[src/rtl/relay_port_pkg.sv]
// Constants and types shared by the isolated input and relay output port
package relay_port_pkg;

    localparam int unsigned ADDR_W   = 3;
    localparam int unsigned DATA_W   = 8;

    // Byte offsets within the I/O window
    localparam logic [ADDR_W-1:0] OFS_SENSOR_INPUT_LEVELS     = 3'h0;
    localparam logic [ADDR_W-1:0] OFS_UNASSIGNED_PORT_ONE     = 3'h1;
    localparam logic [ADDR_W-1:0] OFS_RELAY_DRIVE             = 3'h2;
    localparam logic [ADDR_W-1:0] OFS_UNASSIGNED_PORT_THREE   = 3'h3;
    localparam logic [ADDR_W-1:0] OFS_UNASSIGNED_OFFSET_FOUR  = 3'h4;
    localparam logic [ADDR_W-1:0] OFS_INTERRUPT_CONTROL       = 3'h5;
    localparam logic [ADDR_W-1:0] OFS_UNASSIGNED_OFFSET_SIX   = 3'h6;
    localparam logic [ADDR_W-1:0] OFS_UNASSIGNED_OFFSET_SEVEN = 3'h7;

    // Interrupt control field positions
    localparam int unsigned IRQ_ENABLE_BIT  = 7;
    localparam int unsigned IRQ_PENDING_BIT = 6;
    localparam int unsigned TRIG_MODE_BIT0  = 0;
    localparam int unsigned TRIG_MODE_BIT1  = 1;

    // Input channel that feeds interrupt detection
    localparam int unsigned TRIG_CHANNEL    = 0;

    // Reset values and the all-zero read value
    localparam logic [DATA_W-1:0] RELAY_DRIVE_RST   = 8'h00;
    localparam logic [DATA_W-1:0] READ_DATA_RST     = 8'h00;
    localparam logic [DATA_W-1:0] READ_ZERO         = 8'h00;
    localparam logic              IRQ_ENABLE_RST    = 1'b0;
    localparam logic              IRQ_PENDING_RST   = 1'b0;
    localparam logic              TRIG_PREV_RST     = 1'b1;

    typedef enum logic [1:0] {
        TRIG_LOW_LEVEL    = 2'h0,
        TRIG_HIGH_LEVEL   = 2'h1,
        TRIG_FALLING_EDGE = 2'h2,
        TRIG_RISING_EDGE  = 2'h3
    } trigger_mode_e;

    localparam trigger_mode_e TRIG_MODE_RST = TRIG_LOW_LEVEL;

endpackage : relay_port_pkg

[src/rtl/trigger_if.sv]
// Carrier between the register block and the trigger detector
`timescale 1ns/1ps
`default_nettype none

interface trigger_if;
    import relay_port_pkg::*;

    logic          level_in;
    trigger_mode_e mode;
    logic          enable;
    logic          hit;

    modport detector (
        input  level_in,
        input  mode,
        input  enable,
        output hit
    );

    modport control (
        output level_in,
        output mode,
        output enable,
        input  hit
    );
endinterface : trigger_if

`default_nettype wire

[src/rtl/trigger_detect.sv]
// Interrupt trigger detector on one input channel
`timescale 1ns/1ps
`default_nettype none

module trigger_detect
    import relay_port_pkg::*;
(
    input  wire logic  clk_sys,
    input  wire logic  rst,
    trigger_if.detector trig
);

    // ==========================================================
    // Previous level for edge detection
    logic prev_q;

    always_ff @(posedge clk_sys) begin
        if (rst) begin
            prev_q <= TRIG_PREV_RST;
        end else begin
            prev_q <= trig.level_in;
        end
    end

    // ==========================================================
    // Condition per selected mode
    logic cond;

    always_comb begin
        cond = 1'b0;
        unique case (trig.mode)
            TRIG_LOW_LEVEL:    cond = ~trig.level_in;
            TRIG_HIGH_LEVEL:   cond = trig.level_in;
            TRIG_FALLING_EDGE: cond = prev_q & ~trig.level_in;
            TRIG_RISING_EDGE:  cond = ~prev_q & trig.level_in;
        endcase
    end

    // Armed only while interrupts are enabled
    assign trig.hit = trig.enable & cond;

endmodule : trigger_detect

`default_nettype wire

[src/rtl/relay_port.sv]
// Isolated sensor input port, relay output port and interrupt control
// Contract
// A read of offset 0 returns the eight sensor input levels, one bit per channel.
// An input bit reads one with no voltage on its sensor and zero with voltage applied.
// Offset 2 is a readable and writable relay drive register, bit n for relay n.
// Writing one to a relay bit closes that relay and writing zero releases it.
// Reading the relay register returns the inverse of the value driving the relays.
// Only the relay port among the data ports accepts writes; other data writes do nothing.
// Offsets 1, 3, 4, 6 and 7 read as all zeros.
// Offset 5 holds enable in bit 7, pending in bit 6, mode in bits 1:0, zeros in bits 5:2.
// Mode 00 is low level, 01 high level, 10 falling edge, 11 rising edge.
// The interrupt condition is taken from input bit 0.
// Enable off disables interrupts, enable on enables them, and reset clears it.
// Pending reads one while an interrupt waits, a read clears it, writes leave it alone.
// In level modes pending cannot clear until input bit 0 leaves the triggering level. Here this holds only while enable is set, as hit is gated by enable.
// Software disables interrupts before changing the trigger mode.
// The input port is eight independent sensor channels wide.
// The interrupt request is high exactly while pending and enable are both set.
`timescale 1ns/1ps
`default_nettype none

module relay_port
    import relay_port_pkg::*;
(
    input  wire logic              clk_sys,
    input  wire logic              rst,
    input  wire logic [DATA_W-1:0] sensor_level_bits,
    input  wire logic [ADDR_W-1:0] io_addr,
    input  wire logic              io_rd,
    input  wire logic              io_wr,
    input  wire logic [DATA_W-1:0] io_wdata,
    output logic      [DATA_W-1:0] io_rdata,
    output logic                   io_rvalid,
    output logic      [DATA_W-1:0] relay_control_bits,
    output logic                   irq_req
);

    // ==========================================================
    // Register state
    logic [DATA_W-1:0] relay_q;
    logic              irq_enable_flag_q;
    logic              irq_pending_flag_q;
    trigger_mode_e     trig_mode_q;
    logic [DATA_W-1:0] rdata_q;
    logic              rvalid_q;
    logic              irq_q;
    logic [DATA_W-1:0] read_mux;
    logic              pending_d;
    logic              pend_clr;
    logic              ctrl_wr;
    logic              enable_d;

    trigger_if trig ();

    assign trig.level_in = sensor_level_bits[TRIG_CHANNEL];
    assign trig.mode     = trig_mode_q;
    assign trig.enable   = irq_enable_flag_q;

    trigger_detect u_detect (
        .clk_sys (clk_sys),
        .rst     (rst),
        .trig    (trig)
    );

    // ==========================================================
    // Relay drive register
    always_ff @(posedge clk_sys) begin
        if (rst) begin
            relay_q <= RELAY_DRIVE_RST;
        end else if (io_wr && io_addr == OFS_RELAY_DRIVE) begin
            relay_q <= io_wdata;
        end
    end

    // ==========================================================
    // Interrupt control: enable and mode
    assign ctrl_wr  = io_wr && io_addr == OFS_INTERRUPT_CONTROL;
    // Enable as it stands after this edge, so the request drops with it
    assign enable_d = ctrl_wr ? io_wdata[IRQ_ENABLE_BIT] : irq_enable_flag_q;

    always_ff @(posedge clk_sys) begin
        if (rst) begin
            irq_enable_flag_q <= IRQ_ENABLE_RST;
            trig_mode_q       <= TRIG_MODE_RST;
        end else if (ctrl_wr) begin
            irq_enable_flag_q <= io_wdata[IRQ_ENABLE_BIT];
            trig_mode_q       <= trigger_mode_e'({io_wdata[TRIG_MODE_BIT1],
                                                  io_wdata[TRIG_MODE_BIT0]});
        end
    end

    // ==========================================================
    // Pending flag: set wins over read clear
    assign pend_clr  = io_rd && io_addr == OFS_INTERRUPT_CONTROL;
    // Level modes keep hitting while at level and enabled, so clear cannot take
    assign pending_d = trig.hit | (irq_pending_flag_q & ~pend_clr);

    always_ff @(posedge clk_sys) begin
        if (rst) begin
            irq_pending_flag_q <= IRQ_PENDING_RST;
        end else begin
            irq_pending_flag_q <= pending_d;
        end
    end

    // ==========================================================
    // Interrupt request
    always_ff @(posedge clk_sys) begin
        if (rst) begin
            irq_q <= 1'b0;
        end else begin
            irq_q <= pending_d & enable_d;
        end
    end

    // ==========================================================
    // Read data
    always_comb begin
        read_mux = READ_ZERO;
        unique case (io_addr)
            OFS_SENSOR_INPUT_LEVELS: read_mux = sensor_level_bits;
            OFS_RELAY_DRIVE:         read_mux = ~relay_q;
            OFS_INTERRUPT_CONTROL: begin
                read_mux[IRQ_ENABLE_BIT]  = irq_enable_flag_q;
                read_mux[IRQ_PENDING_BIT] = irq_pending_flag_q;
                read_mux[TRIG_MODE_BIT1]  = trig_mode_q[1];
                read_mux[TRIG_MODE_BIT0]  = trig_mode_q[0];
            end
            OFS_UNASSIGNED_PORT_ONE,
            OFS_UNASSIGNED_PORT_THREE,
            OFS_UNASSIGNED_OFFSET_FOUR,
            OFS_UNASSIGNED_OFFSET_SIX,
            OFS_UNASSIGNED_OFFSET_SEVEN: read_mux = READ_ZERO;
        endcase
    end

    always_ff @(posedge clk_sys) begin
        if (rst) begin
            rdata_q  <= READ_DATA_RST;
            rvalid_q <= 1'b0;
        end else begin
            rvalid_q <= io_rd;
            if (io_rd) begin
                rdata_q <= read_mux;
            end
        end
    end

    assign io_rdata           = rdata_q;
    assign io_rvalid          = rvalid_q;
    assign relay_control_bits = relay_q;
    assign irq_req            = irq_q;

endmodule : relay_port

`default_nettype wire

[config.mk]
export PLATFORM = sky130hd
export DESIGN_NAME = relay_port
export DESIGN_NICKNAME = d
export VERILOG_FILES = /design/src/rtl/relay_port_pkg.sv /design/src/rtl/trigger_if.sv /design/src/rtl/trigger_detect.sv /design/src/rtl/relay_port.sv
export SDC_FILE = /design/constraint.sdc
export NUM_CORES = 1
export LEC_CHECK = 0
export BUFFER_PORTS_ARGS = -buffer_cell sky130_fd_sc_hd__buf_2
export CAP_MARGIN = 20
export CORE_MARGIN = 10
export CORE_UTILIZATION = 46
export DETAILED_ROUTE_END_ITERATION = 6
export MAX_ROUTING_LAYER = met4
export PLACE_DENSITY_LB_ADDON = 0.15
export SLEW_MARGIN = 10
export SYNTH_ARGS = -nofsm -noshare
export SYNTH_HDL_FRONTEND = slang
export SYNTH_SLANG_ARGS = --single-unit
[constraint.sdc]
create_clock -name clk_sys -period 1.1 [get_ports clk_sys]
set_input_delay 0.22 -clock clk_sys [delete_from_list [all_inputs] [get_ports clk_sys]]
set_output_delay 0.22 -clock clk_sys [all_outputs]
set_load 0.005 [all_outputs]
==> metrics.csv, run 1 <==
stage,metric,value,unit
place,port buffer count,40,
grt,largest net degree at the start of global routing,15,
synth,post-synth net total,132,
synth,mapped cell area,0.00102,mm2
detailed_routing,DRC,0,
synth,Ys Warns,0,
floorplan,FP Rows,16,
timing,RSZ-0062 raised after global routing,no,
clock_network,Clock Sink Count,23,
cells_and_area,Register Area,464,um2
grt,total grt overflow,0,
critical_path,WP buf/inv,1,
detailed_routing,aggregate routed wire length,2520,um
cells_and_area,area of the multi-input gates,515,um2
clock_network,"Reg clk slew, reported paths",0.13,ns
clock_network,CTS HTree Levels,1,
cells_and_area,most frequent cells in the layout,"buf_2 (40), dfxtp_1 (20), nor2_1 (14)",
critical_path,Stages on worst setup path,1,
cells_and_area,ratio of cells with drive above 1 in the final layout,0.397,
cells_and_area,Final Non-Filler Cells,183,
power_and_ir_drop,Lkg Pwr,0.592,nW
grt,vias in the first global route,915,
place,DP Wirelength,2090,um
critical_path,worst-path fanout max,3,
critical_path,endpoint class of the critical path,output port,
detailed_routing,TritonRoute pass-1 iters,4,
critical_path,Worst path slowest cell,dfxtp_1,
power_and_ir_drop,Pwr Density,1100,mW/mm2
floorplan,core area,0.00204,mm2
place,placed insts,179,
cells_and_area,post-route core utilization,0.651,
run_status,status,"complete, no violations",
synth,cell taking the most area after synthesis,dfxtp_1,
floorplan,DIE AREA,0.00450,mm2
floorplan,Chip Width,67.1,um
timing,Final WS setup,0.0525,ns
timing,final setup vio count,0,
detailed_routing,Routed Antenna Nets,0,
grt,first-pass GRT wire length,4130,um
detailed_routing,routed len/inst,13.8,um
timing,hold slack final,0.138,ns
critical_path,Worst Path Arrival,0.83,ns
critical_path,kind of critical path,register to output port,
timing,Clock Skew,0.00171,ns
clock_network,setup bufs post-CTS,0,
timing,Final Hold Fails,0,
timing,crit share post-route,0.952,
cells_and_area,Syn-to-layout area delta,30.3,%
timing,Rel. slew slack,0.828,
power_and_ir_drop,VDD IR max,0.907,mV
grt,initial antenna violation count,0,
clock_network,total CTS buffers,3,
timing,Final min period,1.05,ns
grt,Total GRT Usage,0.120,
cells_and_area,"commonest non-fill, non-tap cell in the layout",buf_2,
synth,Synth area leaders,"dfxtp_1 (45%), mux2i_1 (8.8%), nand2b_1 (5.5%), nor2_1 (5.2%), nor2b_1 (3.7%)",
detailed_routing,Vias per Instance,4.95,
timing,Final Max Slew Viols,0,
job,max_cap viols,0,
critical_path,"CP delay by family, top",flip-flops,
cells_and_area,Final nets,180,
floorplan,Die Y-Extent,67.1,um
timing,measured slew at the worst slew-check pin,0.251,ns
critical_path,crit-path cells,buf_2,
synth,synth unique cells,30,
critical_path,CP Launch Type,register,
synth,Post-Syn Instances,109,
worst_hold_path,Worst Hold Path Cells,3,
floorplan,Ports,41,
place,GP Congestion,0.781,
detailed_routing,DRT iter0 DRCs,30,
worst_hold_path,HP Class,input pin to register,
synth,share of the synthesized area in the top cell type,0.452,
clock_network,post-cts resize count,0,
clock_network,CTS max path bufs,2,
clock_network,CTS tree,done,
cells_and_area,fill cell count,202,
place,dpl ws,-0.153,ns
place,Placed Area,0.00130,mm2
clock_network,clk_lat worst skew,0.31,ns
floorplan,Initial Util,0.499,
clock_network,CTS root buf,clkbuf_4,
detailed_routing,Vias,906,
clock_network,CTS Hold Bufs,0,
cells_and_area,antenna cells,0,
cells_and_area,post-route cell area,0.00133,mm2
critical_path,R2R cell count,3,
critical_path,worst path required time,0.88,ns
synth,register area share after synthesis,0.452,
critical_path,max incr delay on CP,0.39,ns
synth,"flops & latches, synth",23,
synth,Mean Syn Cell Area,9.36,um2
timing,fmax,955,MHz
==> area by class of cell <==
class                           count  area share
Multi-Input combinational cell     78       0.388
Sequential cell                    23       0.349
Timing Repair Buffer               49       0.211
Tap cell                           27      0.0254
Clock buffer                        3      0.0169
Inverter                            2     0.00565
Clock inverter                      1     0.00377
==> layer usage <==
metal,GRT usage,vias to the layer above,wire (um),share of wire
li1,-,470,-,-
met3,0.0351,2,181,0.072
met1,0.141,406,1140,0.45
met4,0.0538,0,14,0.0055
met2,0.184,28,1190,0.47
met5,-,-,0,0
==> metrics by stage <==
| stage | power (W) | TNS, ns |
|---|---|---|
| finish | 0.00146 | 0 |
| detailed placement | 0.00109 | -0.935 |
| global placement | 0.00108 | -0.698 |
| global route | 0.00153 | 0 |
| floorplan | 0.000984 | 0 |
| CTS | 0.00148 | 0 |
==> kinds of logic (layout without fill, tap and decap cells) <==
| kind of cell | after synthesis | after routing | synth area share |
|---|---|---|---|
| AO/OA/AOI/OAI | 22 | 22 | 0.155 |
| AND/OR/NAND/NOR | 45 | 45 | 0.245 |
| flip-flops | 23 | 23 | 0.452 |
| buffers and inverters | 8 | 55 | 0.0430 |
| XOR/XNOR | 2 | 2 | 0.0172 |
| multiplexers | 9 | 9 | 0.0883 |
==> state kept, by name (all words and copies together), names as in the netlist <==
| register | flops |
|---|---|
| u_detect.prev_q | 1 |
| io_rdata | 8 |
| irq_req | 1 |
| relay_control_bits | 8 |
| irq_enable_flag_q | 1 |
| trig.mode | 2 |
| irq_pending_flag_q | 1 |
| io_rvalid | 1 |
==> cells in the mapped netlist, drive strengths merged <==
master and n:
buf 4, o21ai 4, or2 1, xor2 1, or3 1, a21oi 7
nor2 14, o32ai 4, nand3 2, and3b 1, a21bo 1, nand4b 1
o211ai 1, dfxtp 23, clkbuf 2, and4bb 1, a22oi 4, nor3b 1
nand2b 9, xnor2 1, inv 2, mux2i 9, a211oi 1, nand2 6
and2b 2, nor2b 6
==> report_power, final <==
| part | switching [W] | internal, W | leakage, nW | total (W) |
|---|---|---|---|---|
| combinational | 0.0000923 | 0.000107 | 0.386 | 0.000199 |
| clock | 0.000254 | 0.000136 | 0.0177 | 0.000390 |
| sequential | 0.0000136 | 0.000857 | 0.188 | 0.000870 |
==> worst paths after layout <==
kind,slack (ns),start,end
min reg2reg,0.47,io_rdata[2],io_rdata[2]
max,0.05,relay_control_bits[1],relay_control_bits[1]
max reg2reg,0.14,trig.mode[0],irq_pending_flag_q
min,0.14,io_wdata[4],relay_control_bits[4]
No activity file was read; power rests on OpenSTA's default activity.
==> run 2, diff against run 1 <==
- ABC_AREA: default -> 1
- CORE_ASPECT_RATIO: default -> 0.9
- CORE_UTILIZATION: 46 -> 47
- PLACE_DENSITY: default -> 0.77
- PLACE_DENSITY_LB_ADDON: 0.15 -> default
==> metrics.csv, run 2 <==
stage,metric,value,unit,change
power_and_ir_drop,Seq pwr share,0.588,,-0.008
detailed_routing,DRC,0,,unchanged
critical_path,worst-path fanout max,3,,unchanged
grt,first-pass GRT wire length,4710,um,+14%
clock_network,CTS max path bufs,2,,unchanged
cells_and_area,Syn-to-layout area delta,26.1,%,
critical_path,max incr delay on CP,0.39,ns,about the same
detailed_routing,Vias per Instance,4.76,,-3.9%
timing,Final Hold Fails,0,,unchanged
critical_path,WP buf/inv,1,,unchanged
floorplan,DIE AREA,0.00461,mm2,+2.5%
run_status,status,"complete, no violations",,
floorplan,Chip Width,70.5,um,+5.1%
detailed_routing,Vias,1132,,+25%
floorplan,Die Y-Extent,65.4,um,-2.4%
grt,total grt overflow,0,,unchanged
cells_and_area,antenna cells,0,,unchanged
cells_and_area,most frequent cells in the layout,"nand2_1 (54), buf_2 (40), inv_1 (28)",,
cells_and_area,Final nets,235,,+31%
clock_network,total CTS buffers,3,,unchanged
synth,Synth area leaders,"dfxtp_1 (43%), nand2_1 (19%), inv_1 (9.7%), nand3_1 (8.4%), a21oi_1 (6.5%)",,
synth,asr flop ratio synth,0,,unchanged
floorplan,FP Rows,16,,unchanged
synth,"flops & latches, synth",23,,unchanged
synth,synth unique cells,12,,-60%
clock_network,setup bufs post-CTS,0,,unchanged
power_and_ir_drop,clock share of power,0.262,,-0.005
place,port buffer count,40,,unchanged
synth,top_reg_cell synth,dfxtp_1,,
floorplan,Initial Util,0.494,,-0.00512
power_and_ir_drop,Pwr Density,1100,mW/mm2,about the same
synth,register area share after synthesis,0.427,,-0.0246
timing,final setup vio count,0,,unchanged
timing,fmax,939,MHz,-1.6%
synth,post-synth net total,189,,+43%
floorplan,core area,0.00218,mm2,+6.9%
cells_and_area,ratio of cells with drive above 1 in the final layout,0.280,,-0.118
critical_path,crit-path cells,buf_2,,
timing,hold slack final,0.140,ns,+0.00222 ns
timing,Rel. slew slack,0.818,,-0.00965
critical_path,Worst path slowest cell,dfxtp_1,,
floorplan,Ports,41,,unchanged
power_and_ir_drop,Comb pwr share,0.149,,+0.012
synth,cell taking the most area after synthesis,dfxtp_1,,
place,DP Wirelength,2230,um,+6.7%
detailed_routing,TritonRoute pass-1 iters,4,,unchanged
critical_path,R2R setup slack,0.17,ns,+0.03 ns
timing,measured slew at the worst slew-check pin,0.273,ns,+0.0217 ns
critical_path,endpoint class of the critical path,output port,,
timing,Clock Skew,0.0128,ns,+0.0111 ns
critical_path,kind of critical path,register to output port,,
critical_path,Worst Path Arrival,0.85,ns,+0.02 ns
synth,share of the synthesized area in the top cell type,0.427,,-0.0246
place,GP Congestion,0.866,,+11%
critical_path,worst path required time,0.88,ns,about the same
clock_network,CTS tree,done,,
timing,Final min period,1.07,ns,+0.0176 ns
critical_path,"CP delay by family, top",flip-flops,,
power_and_ir_drop,sw frac,0.266,,+0.0190
detailed_routing,DRT iter0 DRCs,41,,+37%
grt,Total GRT Usage,0.123,,+0.00372
power_and_ir_drop,Lkg Pwr,0.713,nW,+21%
grt,vias in the first global route,1119,,+22%
detailed_routing,Routed Antenna Nets,0,,unchanged
clock_network,CTS Hold Bufs,0,,unchanged
detailed_routing,aggregate routed wire length,2710,um,+7.3%
cells_and_area,"commonest non-fill, non-tap cell in the layout",nand2_1,,
synth,Mean Syn Cell Area,6.50,um2,-31%
power_and_ir_drop,VDD IR max,0.752,mV,-17%
clock_network,"Reg clk slew, reported paths",0.13,ns,about the same
clock_network,post-cts resize count,0,,unchanged
timing,Final Max Slew Viols,0,,unchanged
timing,setup TNS,0,ns,unchanged
power_and_ir_drop,Int Pwr,0.00110,W,-0.25%
timing,RSZ-0062 raised after global routing,no,,
synth,most frequent cell after synthesis,nand2_1,,
synth,number of flops mapped to enable cells by yosys,0,,unchanged
synth,Post-Syn Instances,166,,+52%
clock_network,CTS HTree Levels,1,,unchanged
synth,mapped cell area,0.00108,mm2,+5.8%
clock_network,Clock Sink Count,23,,unchanged
synth,Ys Warns,0,,unchanged
critical_path,CP Launch Type,register,,
synth,synth cell count leaders,"nand2_1 (54), inv_1 (28), dfxtp_1 (23)",,
grt,largest net degree at the start of global routing,16,,+1
clock_network,clk_lat worst skew,0.32,ns,about the same
timing,crit share post-route,0.968,,+0.0160
cells_and_area,Final Non-Filler Cells,238,,+30%
place,placed insts,234,,+31%
power_and_ir_drop,sw power,0.000397,W,+10%
worst_hold_path,HP Class,input pin to register,,
grt,initial antenna violation count,0,,unchanged
clock_network,CTS root buf,clkbuf_4,,
detailed_routing,routed len/inst,11.4,um,-17%
job,max_cap viols,0,,unchanged
[run 2: cell count changes after synthesis, moves of 4 or more]
cell / change
nand2_1: +48
inv_1: +26
a21oi_1: +7
nand2b_1: -9
nor2b_1: -6
mux2i_1: -9
nand3_1: +16
a22oi_1: -4
[run 2: path summary, 6_finish.rpt]
path / start / to / depth (start not counted)
hold / removal: sensor_level_bits[0] / u_detect.prev_q / 3
setup reg to reg: trig.mode[1] / irq_pending_flag_q / 7
setup / recovery: relay_control_bits[0] / relay_control_bits[0] / 1
hold reg to reg: io_rdata[7] / io_rdata[7] / 2
[run 2: area by class of cell]
type / count / area, um2
Fill cell: 227 / 822
Multi-Input combinational cell: 108 / 475
Sequential cell: 23 / 465
Timing Repair Buffer: 46 / 245
Inverter: 30 / 113
Tap cell: 27 / 33.8
Clock buffer: 3 / 22.5
Clock inverter: 1 / 5.00
[run 2: power groups by stage]
stage	sequential, W	clock (W)	combinational [W]
floorplan	0.000898	0	0.000120
global placement	0.000896	0	0.000220
detailed placement	0.000897	0	0.000225
CTS	0.000879	0.000404	0.000226
global route	0.000883	0.000440	0.000257
finish	0.000879	0.000392	0.000223
[run 2: per-stage QoR]
| stage | cell area [um2] | power [W] | worst slack, ns | utilization |
|---|---|---|---|---|
| 6_report | 1360 | 0.00149 | 0.0349 | 0.623 |
| 5_1_grt | 1360 | 0.00158 | 0.00454 | 0.623 |
| 4_1_cts | 1360 | 0.00151 | 0.0169 | 0.621 |
| 3_5_place_dp | 1330 | 0.00112 | 0.00447 | 0.608 |
| 3_3_place_gp | 1330 | 0.00112 | 0.0288 | 0.608 |
| 2_1_floorplan | 1080 | 0.00102 | 0.151 | - |
[run 2: kinds of logic after synthesis]
| group | after synthesis | share of synthesized area |
|---|---|---|
| AND/OR/NAND/NOR | 88 | 0.348 |
| AO/OA/AOI/OAI | 20 | 0.0928 |
| flip-flops | 23 | 0.427 |
| buffers and inverters | 35 | 0.132 |
[run 2: routing by layer]
metal,track usage,vias up,share of wire
li1,-,593,-
met1,0.147,495,0.48
met2,0.186,39,0.44
met3,0.0360,5,0.067
met4,0.0616,0,0.018
met5,-,-,0
==> run 3, diff against run 2 <==
- ABC_AREA: 1 -> default
- CORE_UTILIZATION: 47 -> 46
- SKIP_CTS_REPAIR_TIMING: default -> 1
- TNS_END_PERCENT: default -> 30
==> metrics.csv, run 3 (synthesized netlist as in run 1, its figures left out) <==
stage,metric,value,unit,change
critical_path,Worst Path Arrival,0.83,ns,-0.02 ns
clock_network,clk_lat worst skew,0.32,ns,about the same
clock_network,CTS max path bufs,2,,unchanged
critical_path,kind of critical path,register to output port,,
job,max_cap viols,0,,unchanged
clock_network,Clock Sink Count,23,,unchanged
timing,fmax,950,MHz,+1.2%
clock_network,CTS HTree Levels,1,,unchanged
critical_path,CP Launch Type,register,,
cells_and_area,ratio of cells with drive above 1 in the final layout,0.418,,+0.138
critical_path,max incr delay on CP,0.39,ns,about the same
grt,vias in the first global route,914,,-18%
timing,Final Max Slew Viols,0,,unchanged
critical_path,critical path launch point,relay_control_bits[0],,
critical_path,Worst path slowest cell,dfxtp_1,,
clock_network,CTS root buf,clkbuf_4,,
power_and_ir_drop,Lkg Pwr,0.596,nW,-16%
power_and_ir_drop,PnR Total Power,0.00146,W,-1.9%
critical_path,critical register-to-register path startpoint,trig.mode[0],,
critical_path,worst path required time,0.88,ns,about the same
timing,crit share post-route,0.957,,-0.0116
detailed_routing,DRT iter0 DRCs,62,,+51%
grt,Total GRT Usage,0.107,,-0.0166
timing,Clock Skew,0.00852,ns,-0.00431 ns
place,DP Wirelength,2020,um,-9.3%
cells_and_area,Syn-to-layout area delta,31.0,%,
floorplan,DIE AREA,0.00450,mm2,-2.4%
detailed_routing,aggregate routed wire length,2430,um,-10%
critical_path,endpoint class of the critical path,output port,,
timing,final setup vio count,0,,unchanged
detailed_routing,routed len/inst,13.1,um,+15%
grt,first-pass GRT wire length,4000,um,-15%
critical_path,crit-path cells,buf_2,,
worst_hold_path,HP Class,input pin to register,,
power_and_ir_drop,Pwr Density,1100,mW/mm2,-0.18%
cells_and_area,post-route cell area,0.00134,mm2,-1.7%
clock_network,total CTS buffers,3,,unchanged
cells_and_area,Final Non-Filler Cells,185,,-22%
grt,initial antenna violation count,0,,unchanged
worst_hold_path,Hold Crit Start,io_wdata[5],,
detailed_routing,Routed Antenna Nets,0,,unchanged
floorplan,core area,0.00214,mm2,-1.8%
cells_and_area,antenna cells,0,,unchanged
detailed_routing,TritonRoute pass-1 iters,4,,unchanged
place,port buffer count,40,,unchanged
timing,Final Hold Fails,0,,unchanged
critical_path,WP buf/inv,1,,unchanged
floorplan,Chip Width,69.6,um,-1.2%
place,placed insts,181,,-23%
grt,largest net degree at the start of global routing,15,,-1
critical_path,worst-path fanout max,3,,unchanged
clock_network,CTS tree,done,,
detailed_routing,Vias,913,,-19%
grt,total grt overflow,0,,unchanged
timing,measured slew at the worst slew-check pin,0.217,ns,-0.0554 ns
run_status,status,"complete, no violations",,
cells_and_area,Final nets,182,,-23%
detailed_routing,DRC,0,,unchanged
floorplan,Die Y-Extent,64.7,um,-1.2%
cells_and_area,most frequent cells in the layout,"buf_2 (40), dfxtp_1 (18), nor2_1 (14)",,
place,GP Congestion,0.768,,-11%
timing,Rel. slew slack,0.851,,+0.0328
clock_network,"Reg clk slew, reported paths",0.13,ns,about the same
detailed_routing,Vias per Instance,4.94,,+3.8%
place,Placed Area,0.00130,mm2,-2.1%
timing,Final min period,1.05,ns,-0.0128 ns
floorplan,FP Rows,16,,unchanged
timing,setup TNS,0,ns,unchanged
power_and_ir_drop,VDD IR max,0.916,mV,+22%
critical_path,"CP delay by family, top",flip-flops,,
cells_and_area,"commonest non-fill, non-tap cell in the layout",buf_2,,
floorplan,Initial Util,0.476,,-0.0182
floorplan,Ports,41,,unchanged
-- run 3: cell types whose count changed in the layout (fill, tap and decap cells not counted), sizes merged, moves of 2 or more --
| cell | before | now |
|---|---|---|
| o21ai | 6 | 4 |
| nand3 | 18 | 2 |
| inv | 30 | 2 |
| nand2 | 54 | 6 |
| o32ai | 0 | 4 |
| a22oi | 0 | 4 |
| and2b | 0 | 2 |
| nor2b | 0 | 6 |
| mux2i | 0 | 9 |
| buf | 46 | 51 |
| a21oi | 14 | 7 |
| nand2b | 0 | 9 |
| nor2 | 16 | 14 |
-- run 3: worst min-delay path: cells and delay by family --
kind,cells,cell delay (ns)
buf+inv,1,0.07
mux,1,0.05
simple gates,1,0.07
-- run 3: worst paths after layout --
check                          end  slack, ns  cells after the start
max          relay_control_bits[0]       0.05                      1
min          relay_control_bits[5]       0.13                      3
max reg2reg                irq_req       0.14                      3
min reg2reg            io_rdata[2]       0.48                      2
-- run 3: layout make-up --
class / count / area (um2)
fill: 195 / 806
multi-input combinational: 78 / 515
sequential: 23 / 467
timing repair buffer: 51 / 283
tap: 27 / 33.8
clock buffer: 3 / 22.5
clock inverter: 1 / 7.51
inverter: 2 / 7.51
-- run 3: per-layer routing --
metal  wire length, um  global-route usage  up-vias
met3               133              0.0365        4
met4                32              0.0369        0
met1              1130               0.125      402
met5                 0                   -        -
li1                  -                   -      475
met2              1130               0.168       32
-- run 3: where the power goes --
part           switching (W)  total, W  internal [W]
clock               0.000257  0.000396      0.000139
combinational      0.0000910  0.000199      0.000108
sequential         0.0000133  0.000870      0.000857
total               0.000361   0.00146       0.00110
-- run 3: metrics by stage --
step	setup slack, ns	util	hold WS [ns]
after floorplan	0.0386	-	0.293
after global placement	-0.118	0.607	0.452
after detailed placement	-0.141	0.607	0.462
after CTS	0.0239	0.621	0.122
after global routing	-0.000724	0.624	0.109
final	0.0477	0.624	0.128
